### src/design/mps_consts.svh
// constants of the microstep phase sequencer: offsets, fields, reset values, counts
// assumes it is included by the package and the top module only
//
// Summary of operation
// - mode pins: LL sixteenth, HL half, LH quarter, HH eighth step.
// - unconnected mode pins read low, giving sixteenth-step mode by default.
// - any change of the selected mode restarts the sequence from the initial state.
// - all controls high: step clockwise on step clock when direction low, else counter-clockwise.
// - reset low with standby and enable high holds initial state, ignoring step and direction.
// - enable low with standby high turns every phase output off, high impedance.
// - standby low turns every phase output off and overrides all other controls except a mode change, which still restarts the sequence.
// - initial state commands full current on phase A, zero on phase B.
// - current from first to second output is positive; polarity follows the sign.
// - torque low scales the reference to 25 percent, high to 100 percent.
// - charge ends when sense reaches one fifth of reference, scaled by torque and level.
// - enable low still advances the phase; outputs resume at the advanced phase.
// - after reset release the next rising step edge applies the step after initial.
// - reset released while step clock high applies the following step at once.
// - levels come from a 17-entry quarter table; coarser modes skip entries.
// - chopping period is eight oscillator cycles, the last one fast decay.
`ifndef MPS_CONSTS_SVH
`define MPS_CONSTS_SVH

`define MPS_ADDR_W        4
`define MPS_REG_CTRL      4'h0
`define MPS_REG_STATUS    4'h4
`define MPS_OSC_DIV_RST   16'h0028
`define MPS_OSC_DIV_W     16
`define MPS_CHOP_CYCLES   3'h7
`define MPS_IDX_W         6
`define MPS_INC_SIXTEENTH 6'h01
`define MPS_INC_EIGHTH    6'h02
`define MPS_INC_QUARTER   6'h04
`define MPS_INC_HALF      6'h08
`define MPS_TQ_LOW        7'h19
`define MPS_TQ_HIGH       7'h64
`define MPS_SENSE_SCALE   16'hC350
`define MPS_ST_IDX_LSB    0
`define MPS_ST_MODE_LSB   8
`define MPS_ST_HOME_BIT   12
`define MPS_ST_DRIVE_BIT  13

`endif

### src/design/mps_pkg.sv
// types of the microstep phase sequencer: modes, chopper states, bus carriers
// assumes the constants header sits beside it
`include "mps_consts.svh"
package mps_pkg;

  typedef enum logic [3:0] {
    MPS_SIXTEENTH = 4'b0001,
    MPS_EIGHTH    = 4'b0010,
    MPS_QUARTER   = 4'b0100,
    MPS_HALF      = 4'b1000
  } mps_mode_e;

  typedef enum logic [3:0] {
    MPS_OFF    = 4'b0001,
    MPS_CHARGE = 4'b0010,
    MPS_SLOW   = 4'b0100,
    MPS_FAST   = 4'b1000
  } mps_chop_e;

  typedef struct packed {
    logic        cyc;
    logic        stb;
    logic        we;
    logic [3:0]  sel;
    logic [`MPS_ADDR_W-1:0] adr;
    logic [31:0] dat;
  } mps_wb_req_s;

  typedef struct packed {
    logic        ack;
    logic [31:0] dat;
  } mps_wb_rsp_s;

endpackage : mps_pkg

### src/design/mps_top.sv
// microstep phase sequencer: step/direction decoder, phase table, chopper, wishbone slave
// assumes all motor control pins and sense codes are asynchronous to clk_i
//
// Chosen here: the Wishbone interface to the registers and the register addresses.
`timescale 1ns/1ps
`include "mps_consts.svh"
module mps_top (
  input  wire logic          clk_i,
  input  wire logic          rst_i,
  input  mps_pkg::mps_wb_req_s wb_req_i,
  output mps_pkg::mps_wb_rsp_s wb_rsp_o,
  input  wire logic          step_clk_i,
  input  wire logic          rotation_dir_i,
  input  wire logic          reset_n_i,
  input  wire logic          enable_i,
  input  wire logic          sleep_n_i,
  input  wire logic          step_mode_sel_lo_i,
  input  wire logic          step_mode_sel_hi_i,
  input  wire logic          torque_sel_i,
  input  wire logic [7:0]    sense_a_i,
  input  wire logic [7:0]    sense_b_i,
  input  wire logic [7:0]    vref_i,
  output logic               phase_a_out_p_o,
  output logic               phase_a_out_p_oe_o,
  output logic               phase_a_out_n_o,
  output logic               phase_a_out_n_oe_o,
  output logic               phase_b_out_p_o,
  output logic               phase_b_out_p_oe_o,
  output logic               phase_b_out_n_o,
  output logic               phase_b_out_n_oe_o,
  output logic               home_flag_n_o,
  output logic               home_flag_n_oe_o
);
  import mps_pkg::*;

  ////////////////////////////////////////////////////////////////////////////
  // functions

  function automatic mps_mode_e mode_decode(input logic lo, input logic hi);
    mps_mode_e m;
    m = MPS_SIXTEENTH;
    if (!lo && !hi)    m = MPS_SIXTEENTH;
    else if (lo && !hi) m = MPS_HALF;
    else if (!lo && hi) m = MPS_QUARTER;
    else               m = MPS_EIGHTH;
    return m;
  endfunction : mode_decode

  // quarter-cycle cosine table, percent
  function automatic logic [6:0] level_lut(input logic [4:0] p);
    logic [6:0] v;
    v = 7'h00;
    case (p)
      5'd0:  v = 7'd100;
      5'd1:  v = 7'd100;
      5'd2:  v = 7'd98;
      5'd3:  v = 7'd96;
      5'd4:  v = 7'd92;
      5'd5:  v = 7'd88;
      5'd6:  v = 7'd83;
      5'd7:  v = 7'd77;
      5'd8:  v = 7'd71;
      5'd9:  v = 7'd63;
      5'd10: v = 7'd56;
      5'd11: v = 7'd47;
      5'd12: v = 7'd38;
      5'd13: v = 7'd29;
      5'd14: v = 7'd20;
      5'd15: v = 7'd10;
      default: v = 7'd0;
    endcase
    return v;
  endfunction : level_lut

  ////////////////////////////////////////////////////////////////////////////
  // input synchronisers: pins are asynchronous, two flops before any logic

  localparam int SYNC_W = 32;
  logic [SYNC_W-1:0] sync_1;
  logic [SYNC_W-1:0] sync_2;
  logic              step_q;

  // sense codes are slow analog conversions; a torn sample only shifts one decision
  always_ff @(posedge clk_i) begin
    sync_1 <= {sense_b_i, sense_a_i, vref_i, step_clk_i, rotation_dir_i, reset_n_i,
               enable_i, sleep_n_i, step_mode_sel_lo_i, step_mode_sel_hi_i, torque_sel_i};
    sync_2 <= sync_1;
  end

  logic       step_s;
  logic       dir_s;
  logic       reset_n_s;
  logic       enable_s;
  logic       sleep_n_s;
  logic       mode_lo_s;
  logic       mode_hi_s;
  logic       torque_s;
  logic [7:0] vref_s;
  logic [7:0] sense_s [2];

  assign {sense_s[1], sense_s[0], vref_s, step_s, dir_s, reset_n_s, enable_s, sleep_n_s,
          mode_lo_s, mode_hi_s, torque_s} = sync_2;

  always_ff @(posedge clk_i) begin
    if (rst_i) begin
      step_q <= 1'b0;
    end else begin
      step_q <= step_s;
    end
  end

  ////////////////////////////////////////////////////////////////////////////
  // phase index sequencer

  mps_mode_e              mode_now;
  mps_mode_e              mode_q;
  logic [`MPS_IDX_W-1:0]  idx;
  logic [`MPS_IDX_W-1:0]  inc;
  logic                   pending;
  logic                   step_rise;

  assign mode_now  = mode_decode(mode_lo_s, mode_hi_s);
  assign step_rise = step_s && !step_q;

  always_comb begin
    inc = `MPS_INC_SIXTEENTH;
    case (mode_q)
      MPS_SIXTEENTH: inc = `MPS_INC_SIXTEENTH;
      MPS_EIGHTH:    inc = `MPS_INC_EIGHTH;
      MPS_QUARTER:   inc = `MPS_INC_QUARTER;
      MPS_HALF:      inc = `MPS_INC_HALF;
      default:       inc = `MPS_INC_SIXTEENTH;
    endcase
  end

  // enable is not looked at here, so the index keeps moving while outputs are off
  always_ff @(posedge clk_i) begin
    if (rst_i) begin
      idx     <= '0;
      pending <= 1'b0;
      mode_q  <= MPS_SIXTEENTH;
    end else begin
      mode_q <= mode_now;
      if (mode_now != mode_q) begin
        idx     <= '0;
        pending <= 1'b0;
      end else if (!sleep_n_s) begin
        idx <= idx;
      end else if (!reset_n_s) begin
        idx     <= '0;
        pending <= 1'b1;
      end else if (step_rise || (pending && step_s)) begin
        // modulo 64 wrap is the natural overflow of the index width
        idx     <= dir_s ? idx - inc : idx + inc;
        pending <= 1'b0;
      end
    end
  end

  ////////////////////////////////////////////////////////////////////////////
  // phase levels and signs

  logic [4:0] fold;
  logic [6:0] lvl [2];
  logic       neg [2];
  logic [6:0] tq;

  assign fold   = idx[4] ? 5'd16 - {1'b0, idx[3:0]} : {1'b0, idx[3:0]};
  assign lvl[0] = level_lut(fold);
  assign lvl[1] = level_lut(5'd16 - fold);
  assign neg[0] = idx[5] ^ idx[4];
  assign neg[1] = idx[5];
  assign tq     = torque_s ? `MPS_TQ_HIGH : `MPS_TQ_LOW;

  ////////////////////////////////////////////////////////////////////////////
  // chopping oscillator

  logic [`MPS_OSC_DIV_W-1:0] osc_div;
  logic [`MPS_OSC_DIV_W-1:0] div_cnt;
  logic [2:0]                osc_cnt;
  logic                      osc_tick;

  assign osc_tick = (div_cnt + 16'h0001 >= osc_div);

  always_ff @(posedge clk_i) begin
    if (rst_i) begin
      div_cnt <= '0;
      osc_cnt <= 3'h0;
    end else if (osc_tick) begin
      div_cnt <= '0;
      osc_cnt <= osc_cnt + 3'h1;
    end else begin
      div_cnt <= div_cnt + 16'h0001;
    end
  end

  ////////////////////////////////////////////////////////////////////////////
  // per-phase chopper and bridge drive

  logic [3:0] pin_o;
  logic [3:0] pin_oe;
  logic       drive_on;

  assign drive_on = sleep_n_s && enable_s;

  for (genvar g = 0; g < 2; g++) begin : g_phase
    logic      trip;
    logic      reach;
    mps_chop_e st;

    // sense * 5 * 100 * 100 against vref * level * torque, avoiding a divider
    assign reach = (24'(sense_s[g]) * 24'(`MPS_SENSE_SCALE)) >=
                   (24'(vref_s) * 24'(lvl[g]) * 24'(tq));

    always_ff @(posedge clk_i) begin
      if (rst_i) begin
        trip <= 1'b0;
      end else if (reach) begin
        // set wins: a trip in the last cycle carries over, so the next period skips charge
        trip <= 1'b1;
      end else if (osc_tick && osc_cnt == `MPS_CHOP_CYCLES) begin
        trip <= 1'b0;
      end
    end

    always_comb begin
      st = MPS_OFF;
      if (!drive_on)                        st = MPS_OFF;
      else if (osc_cnt == `MPS_CHOP_CYCLES) st = MPS_FAST;
      else if (!trip && !reach)             st = MPS_CHARGE;
      else                                  st = MPS_SLOW;
    end

    always_ff @(posedge clk_i) begin
      if (rst_i) begin
        pin_o[2*g]    <= 1'b0;
        pin_o[2*g+1]  <= 1'b0;
        pin_oe[2*g]   <= 1'b0;
        pin_oe[2*g+1] <= 1'b0;
      end else begin
        pin_oe[2*g]   <= (st != MPS_OFF);
        pin_oe[2*g+1] <= (st != MPS_OFF);
        case (st)
          MPS_CHARGE: begin
            pin_o[2*g]   <= !neg[g];
            pin_o[2*g+1] <= neg[g];
          end
          MPS_FAST: begin
            pin_o[2*g]   <= neg[g];
            pin_o[2*g+1] <= !neg[g];
          end
          default: begin
            pin_o[2*g]   <= 1'b0;
            pin_o[2*g+1] <= 1'b0;
          end
        endcase
      end
    end
  end

  assign phase_a_out_p_o    = pin_o[0];
  assign phase_a_out_n_o    = pin_o[1];
  assign phase_b_out_p_o    = pin_o[2];
  assign phase_b_out_n_o    = pin_o[3];
  assign phase_a_out_p_oe_o = pin_oe[0];
  assign phase_a_out_n_oe_o = pin_oe[1];
  assign phase_b_out_p_oe_o = pin_oe[2];
  assign phase_b_out_n_oe_o = pin_oe[3];

  ////////////////////////////////////////////////////////////////////////////
  // home flag, open drain

  always_ff @(posedge clk_i) begin
    if (rst_i) begin
      home_flag_n_o    <= 1'b0;
      home_flag_n_oe_o <= 1'b0;
    end else begin
      home_flag_n_o    <= 1'b0;
      home_flag_n_oe_o <= (idx == '0);
    end
  end

  ////////////////////////////////////////////////////////////////////////////
  // wishbone slave: one wait state, unmapped reads return zero

  logic bus_req;
  assign bus_req = wb_req_i.cyc && wb_req_i.stb && !wb_rsp_o.ack;

  always_ff @(posedge clk_i) begin
    if (rst_i) begin
      osc_div <= `MPS_OSC_DIV_RST;
    end else if (wb_req_i.cyc && wb_req_i.stb && wb_rsp_o.ack && wb_req_i.we &&
                 wb_req_i.adr == `MPS_REG_CTRL) begin
      // write lands at the edge where the master samples ack, never earlier
      if (wb_req_i.sel[0]) osc_div[7:0]  <= wb_req_i.dat[7:0];
      if (wb_req_i.sel[1]) osc_div[15:8] <= wb_req_i.dat[15:8];
    end
  end

  always_ff @(posedge clk_i) begin
    if (rst_i) begin
      wb_rsp_o <= '0;
    end else begin
      wb_rsp_o.ack <= bus_req;
      wb_rsp_o.dat <= 32'h0000_0000;
      if (bus_req && !wb_req_i.we) begin
        if (wb_req_i.adr == `MPS_REG_CTRL) begin
          wb_rsp_o.dat <= {16'h0000, osc_div};
        end else if (wb_req_i.adr == `MPS_REG_STATUS) begin
          wb_rsp_o.dat[`MPS_ST_IDX_LSB +: 6]  <= idx;
          wb_rsp_o.dat[`MPS_ST_MODE_LSB +: 4] <= mode_q;
          wb_rsp_o.dat[`MPS_ST_HOME_BIT]      <= (idx == '0);
          wb_rsp_o.dat[`MPS_ST_DRIVE_BIT]     <= drive_on;
        end
      end
    end
  end

endmodule : mps_top

### config.mk
export PLATFORM = sky130hd
export DESIGN_NAME = mps_top
export DESIGN_NICKNAME = d
export VERILOG_FILES = /design/src/design/mps_pkg.sv /design/src/design/mps_top.sv
export VERILOG_INCLUDE_DIRS = /design/src /design/src/design
export SDC_FILE = /design/constraint.sdc
export NUM_CORES = 1
export LEC_CHECK = 0
export ABC_AREA = 1
export ABC_CLOCK_PERIOD_IN_PS = 29600
export BUFFER_PORTS_ARGS = -buffer_cell sky130_fd_sc_hd__buf_2
export CAP_MARGIN = 20
export CELL_PAD_IN_SITES_DETAIL_PLACEMENT = 0
export CELL_PAD_IN_SITES_GLOBAL_PLACEMENT = 2
export CORE_UTILIZATION = 41
export CTS_CLUSTER_DIAMETER = 30
export DETAILED_ROUTE_END_ITERATION = 8
export PLACE_DENSITY_LB_ADDON = 0.1
export SETUP_SLACK_MARGIN = 0.1
export SLEW_MARGIN = 10
export SYNTH_ARGS = -nofsm -noshare
export SYNTH_HDL_FRONTEND = slang
export SYNTH_SLANG_ARGS = --single-unit
export TNS_END_PERCENT = 50
### constraint.sdc
create_clock -name clk_i -period 29.6 [get_ports clk_i]
set_input_delay 4.44 -clock clk_i [delete_from_list [all_inputs] [get_ports clk_i]]
set_output_delay 4.44 -clock clk_i [all_outputs]
set_load 0.1 [all_outputs]
==> parameters.txt <==
Parameter                              Value

Synthesis
  Async set-reset flop share out of synthesis    0
  Seq cells post-synth    136
  Post-synthesis average cell area    7.948 sq um
  Netlist area before placement    18060 sq um
  Number of warnings printed during yosys synthesis    0
  Number of synthesized flops with an enable pin    0
  Gate count after technology mapping    2272
  Most frequently used flop master after synthesis    sky130_fd_sc_hd__dfxtp_1
  Register area share after synthesis    0.1508
  Number of distinct standard cells referenced by the synthesized netlist    53

Finish
  Fraction of layout instances using a drive strength above 1    0.06448
  Most common cell after layout, fill and taps aside    sky130_fd_sc_hd__inv_1
  Area growth from synthesis to final layout    9.015%
  Number of antenna repair diodes    0
  Area of all placed cells without fillers    19690 sq um
  Leading cell types in the layout, fill and taps excluded    sky130_fd_sc_hd__inv_1, sky130_fd_sc_hd__nand2_1, sky130_fd_sc_hd__ha_1
  Post-layout nets    2951

STA
  Final Hold Fails    0
  Final setup margin    17.81 ns
  Unrepaired setup endpoints after global routing    false
  Slew headroom    0.4840
  Clock period minus final worst setup slack    11.79 ns
  Ratio of final minimum period to clock period    0.3981
  Number of max-slew violations in the final report    0
  Worst-Margin Slew    0.7692 ns
  Final Skew    0.01294 ns
  Maximum clock frequency    84.85 MHz
  Post-route setup TNS    0 ns
  Total setup violations reported at the end of the flow    0

Floorplan
  Die width    211.9 microns
  Num ports    120
  Die boundary height    211.9 microns
  Area of the die    44880 sq um
  Num rows    76
  Floorplan core area    43270 sq um
  Initial core utilization    0.4174

Route
  Routed wire length    40750 microns
  Initial detailed-routing violation count    466
  Via density    4.781
  Detailed-routed wire length on met3    719 microns
  Met2 wire len    19830 microns
  Routed length on met1    19620 microns
  DRC violations left    0
  Antenna viol nets, final    0
  Highest metal layer with signal wires    met4
  Avg WL per Cell    13.78 microns
  Via count of the routed design    14.14k
  1st-pass router iterations    5

Pwr
  Design Power    1.797 mW
  Part of the total power dissipated in combinational logic    0.766
  Internal power consumption    877.8 uW
  Sequential share of power    0.109
  NetSw    919.2 uW
  Power Density    91.29 nW/um^2
  Static leakage    10.86 nW
  Sw frac    0.5115
  Maximum ir drop on the vdd rail    0.1067 mV
  Clk pwr share    0.125

GRT
  Initial antenna violation count    0
  Via count of the first global-routing pass    14.33k
  First-pass GRT wire length    69300 microns
  Maximum number of pins on one net before global-route repair    38
  GRT Residual Overflow    0
  GRT Resource Usage Total    0.1937

CTS
  TritonCTS clock tree    built
  CTS H-tree depth    4
  Total of hold buffers inserted after clock tree synthesis    0
  Clock input transition at the sequential cells of the worst setup and hold paths    0.07 ns
  Number of sinks driven by the clock tree    136
  Clock Tree Root    sky130_fd_sc_hd__clkbuf_16
  Num CTS Buffers    17
  Post-CTS sizing    0
  Max clock buf depth    2
  Total setup buffers inserted after CTS    0
  Clock latency on the worst-skew pair    0.46 ns

Placed design
  Post-placement cell area    19070 sq um
  Final weighted congestion in routability-driven placement    0.8556
  HPWL Detailed    35600 microns
  Setup Slack @ Placement    17.66 ns
  Count of port buffers added during placement    84

Setup path
  Arrival time of data at the critical path endpoint    12.17 ns
  Slowest stage cell, crit path    sky130_fd_sc_hd__fa_1
  Critical path origin    idx[0]
  Sort of element at the end of the critical path    register
  Worst Path Required    29.98 ns
  Maximum fanout encountered on the critical timing path    11
  Source of the worst register-to-register timing path    idx[0]
  Worst Path Class, Setup    register to register
  CP most frequent cell    sky130_fd_sc_hd__inv_1
  Slowest stage delay, CP    0.55 ns
  Startpoint class of the critical path    register

Run status
  Result of the run    finished, final reports clean

Worst hold path
  Critical hold path startpoint    sync_1[11]
  Worst Hold Class    register to register

Job
  Count of maximum capacitance violations    0
sequential cells by signal, summed over array words and instances (netlist names), 2 cells and up:
signal,count
div_cnt,16
g_phase.trip,2
idx,6
mode_q,4
osc_cnt,3
osc_div,16
sync_1,32
sync_2,32
wb_rsp_o,17
power by group through the flow:
stage	logic, mW	clock network, mW	registers (mW)
3_5_place_dp	1.39	0	0.200
5_1_grt	1.63	0.239	0.197
2_1_floorplan	1.10	0	0.200
3_3_place_gp	1.38	0	0.200
6_report	1.38	0.225	0.196
4_1_cts	1.41	0.233	0.196
logic make-up (layout without fill, tap and decap cells):
family	count (synthesis)	count (layout)	synth area share
and+or+nand+nor	695	695	0.1629
adders and majority gates	514	514	0.4306
AOI/OAI and AO/OA	283	283	0.09015
xor gates and xnor gates	96	96	0.04656
other	2	27	0.0004159
DFF	136	136	0.1508
buffers and inverters	546	622	0.1186
synthesized netlist by cell type, types with 8 or more instances:
| library cell | instances | area (sq um) |
|---|---|---|
| sky130_fd_sc_hd__nor2_1 | 202 | 758.2 |
| sky130_fd_sc_hd__nand4_1 | 13 | 81.33 |
| sky130_fd_sc_hd__inv_1 | 495 | 1858 |
| sky130_fd_sc_hd__o21ai_0 | 68 | 340.3 |
| sky130_fd_sc_hd__a21o_1 | 11 | 82.58 |
| sky130_fd_sc_hd__nand3_1 | 71 | 355.3 |
| sky130_fd_sc_hd__dfxtp_1 | 136 | 2723 |
| sky130_fd_sc_hd__a21oi_1 | 135 | 675.7 |
| sky130_fd_sc_hd__fa_1 | 179 | 3583 |
| sky130_fd_sc_hd__o32ai_1 | 11 | 96.34 |
| sky130_fd_sc_hd__a31oi_1 | 11 | 68.82 |
| sky130_fd_sc_hd__o2111ai_1 | 8 | 70.07 |
| sky130_fd_sc_hd__ha_1 | 335 | 4192 |
| sky130_fd_sc_hd__clkbuf_1 | 13 | 48.80 |
| sky130_fd_sc_hd__xnor2_1 | 36 | 315.3 |
| sky130_fd_sc_hd__xor2_1 | 60 | 525.5 |
| sky130_fd_sc_hd__nor3_1 | 29 | 145.1 |
| sky130_fd_sc_hd__buf_4 | 20 | 150.1 |
| sky130_fd_sc_hd__nand2_1 | 336 | 1261 |
through the flow:
stage / std cells / hold slack (ns) / util
final: 2958 / 0.3223 / 0.4550
after global placement: 2926 / 0.3097 / 0.4407
after detailed placement: 2926 / 0.3121 / 0.4407
after floorplan: 2297 / 0.3096 / -
after CTS: 2958 / 0.3270 / 0.4550
after global routing: 2958 / 0.3279 / 0.4550
layout make-up:
type / instances / area, sq um
clock inverters: 14 / 177.7
fillers: 4392 / 23580
well taps: 585 / 732.0
multi-input cells: 1615 / 13290
inverters: 504 / 1892
flip-flops and latches: 136 / 2723
repair buffers: 86 / 435.4
clock buffers: 18 / 439.2
critical path, delay by kind of cell (launching register included):
| family | cells | cell delay (ns) |
|---|---|---|
| adders and majority gates | 13 | 5.33 |
| and+or+nand+nor | 18 | 2.85 |
| AOI/OAI and AO/OA | 10 | 1.77 |
| buffers and inverters | 10 | 0.92 |
| DFF | 1 | 0.51 |
| xor gates and xnor gates | 2 | 0.31 |
worst paths after layout:
kind         depth (start not counted)  slack (ns)         endpoint
max                                 53       17.81  phase_b_out_p_o
min                                  0        0.32       sync_2[11]
max reg2reg                         53       17.81  phase_b_out_p_o
min reg2reg                          0        0.32       sync_2[11]
per-layer routing:
layer	vias up	track usage
li1	7324	-
met1	6669	0.2549
met5	-	0
met4	0	0.04673
met3	31	0.02314
met2	119	0.3359
Note: power is estimated with default switching activity, not from simulation.
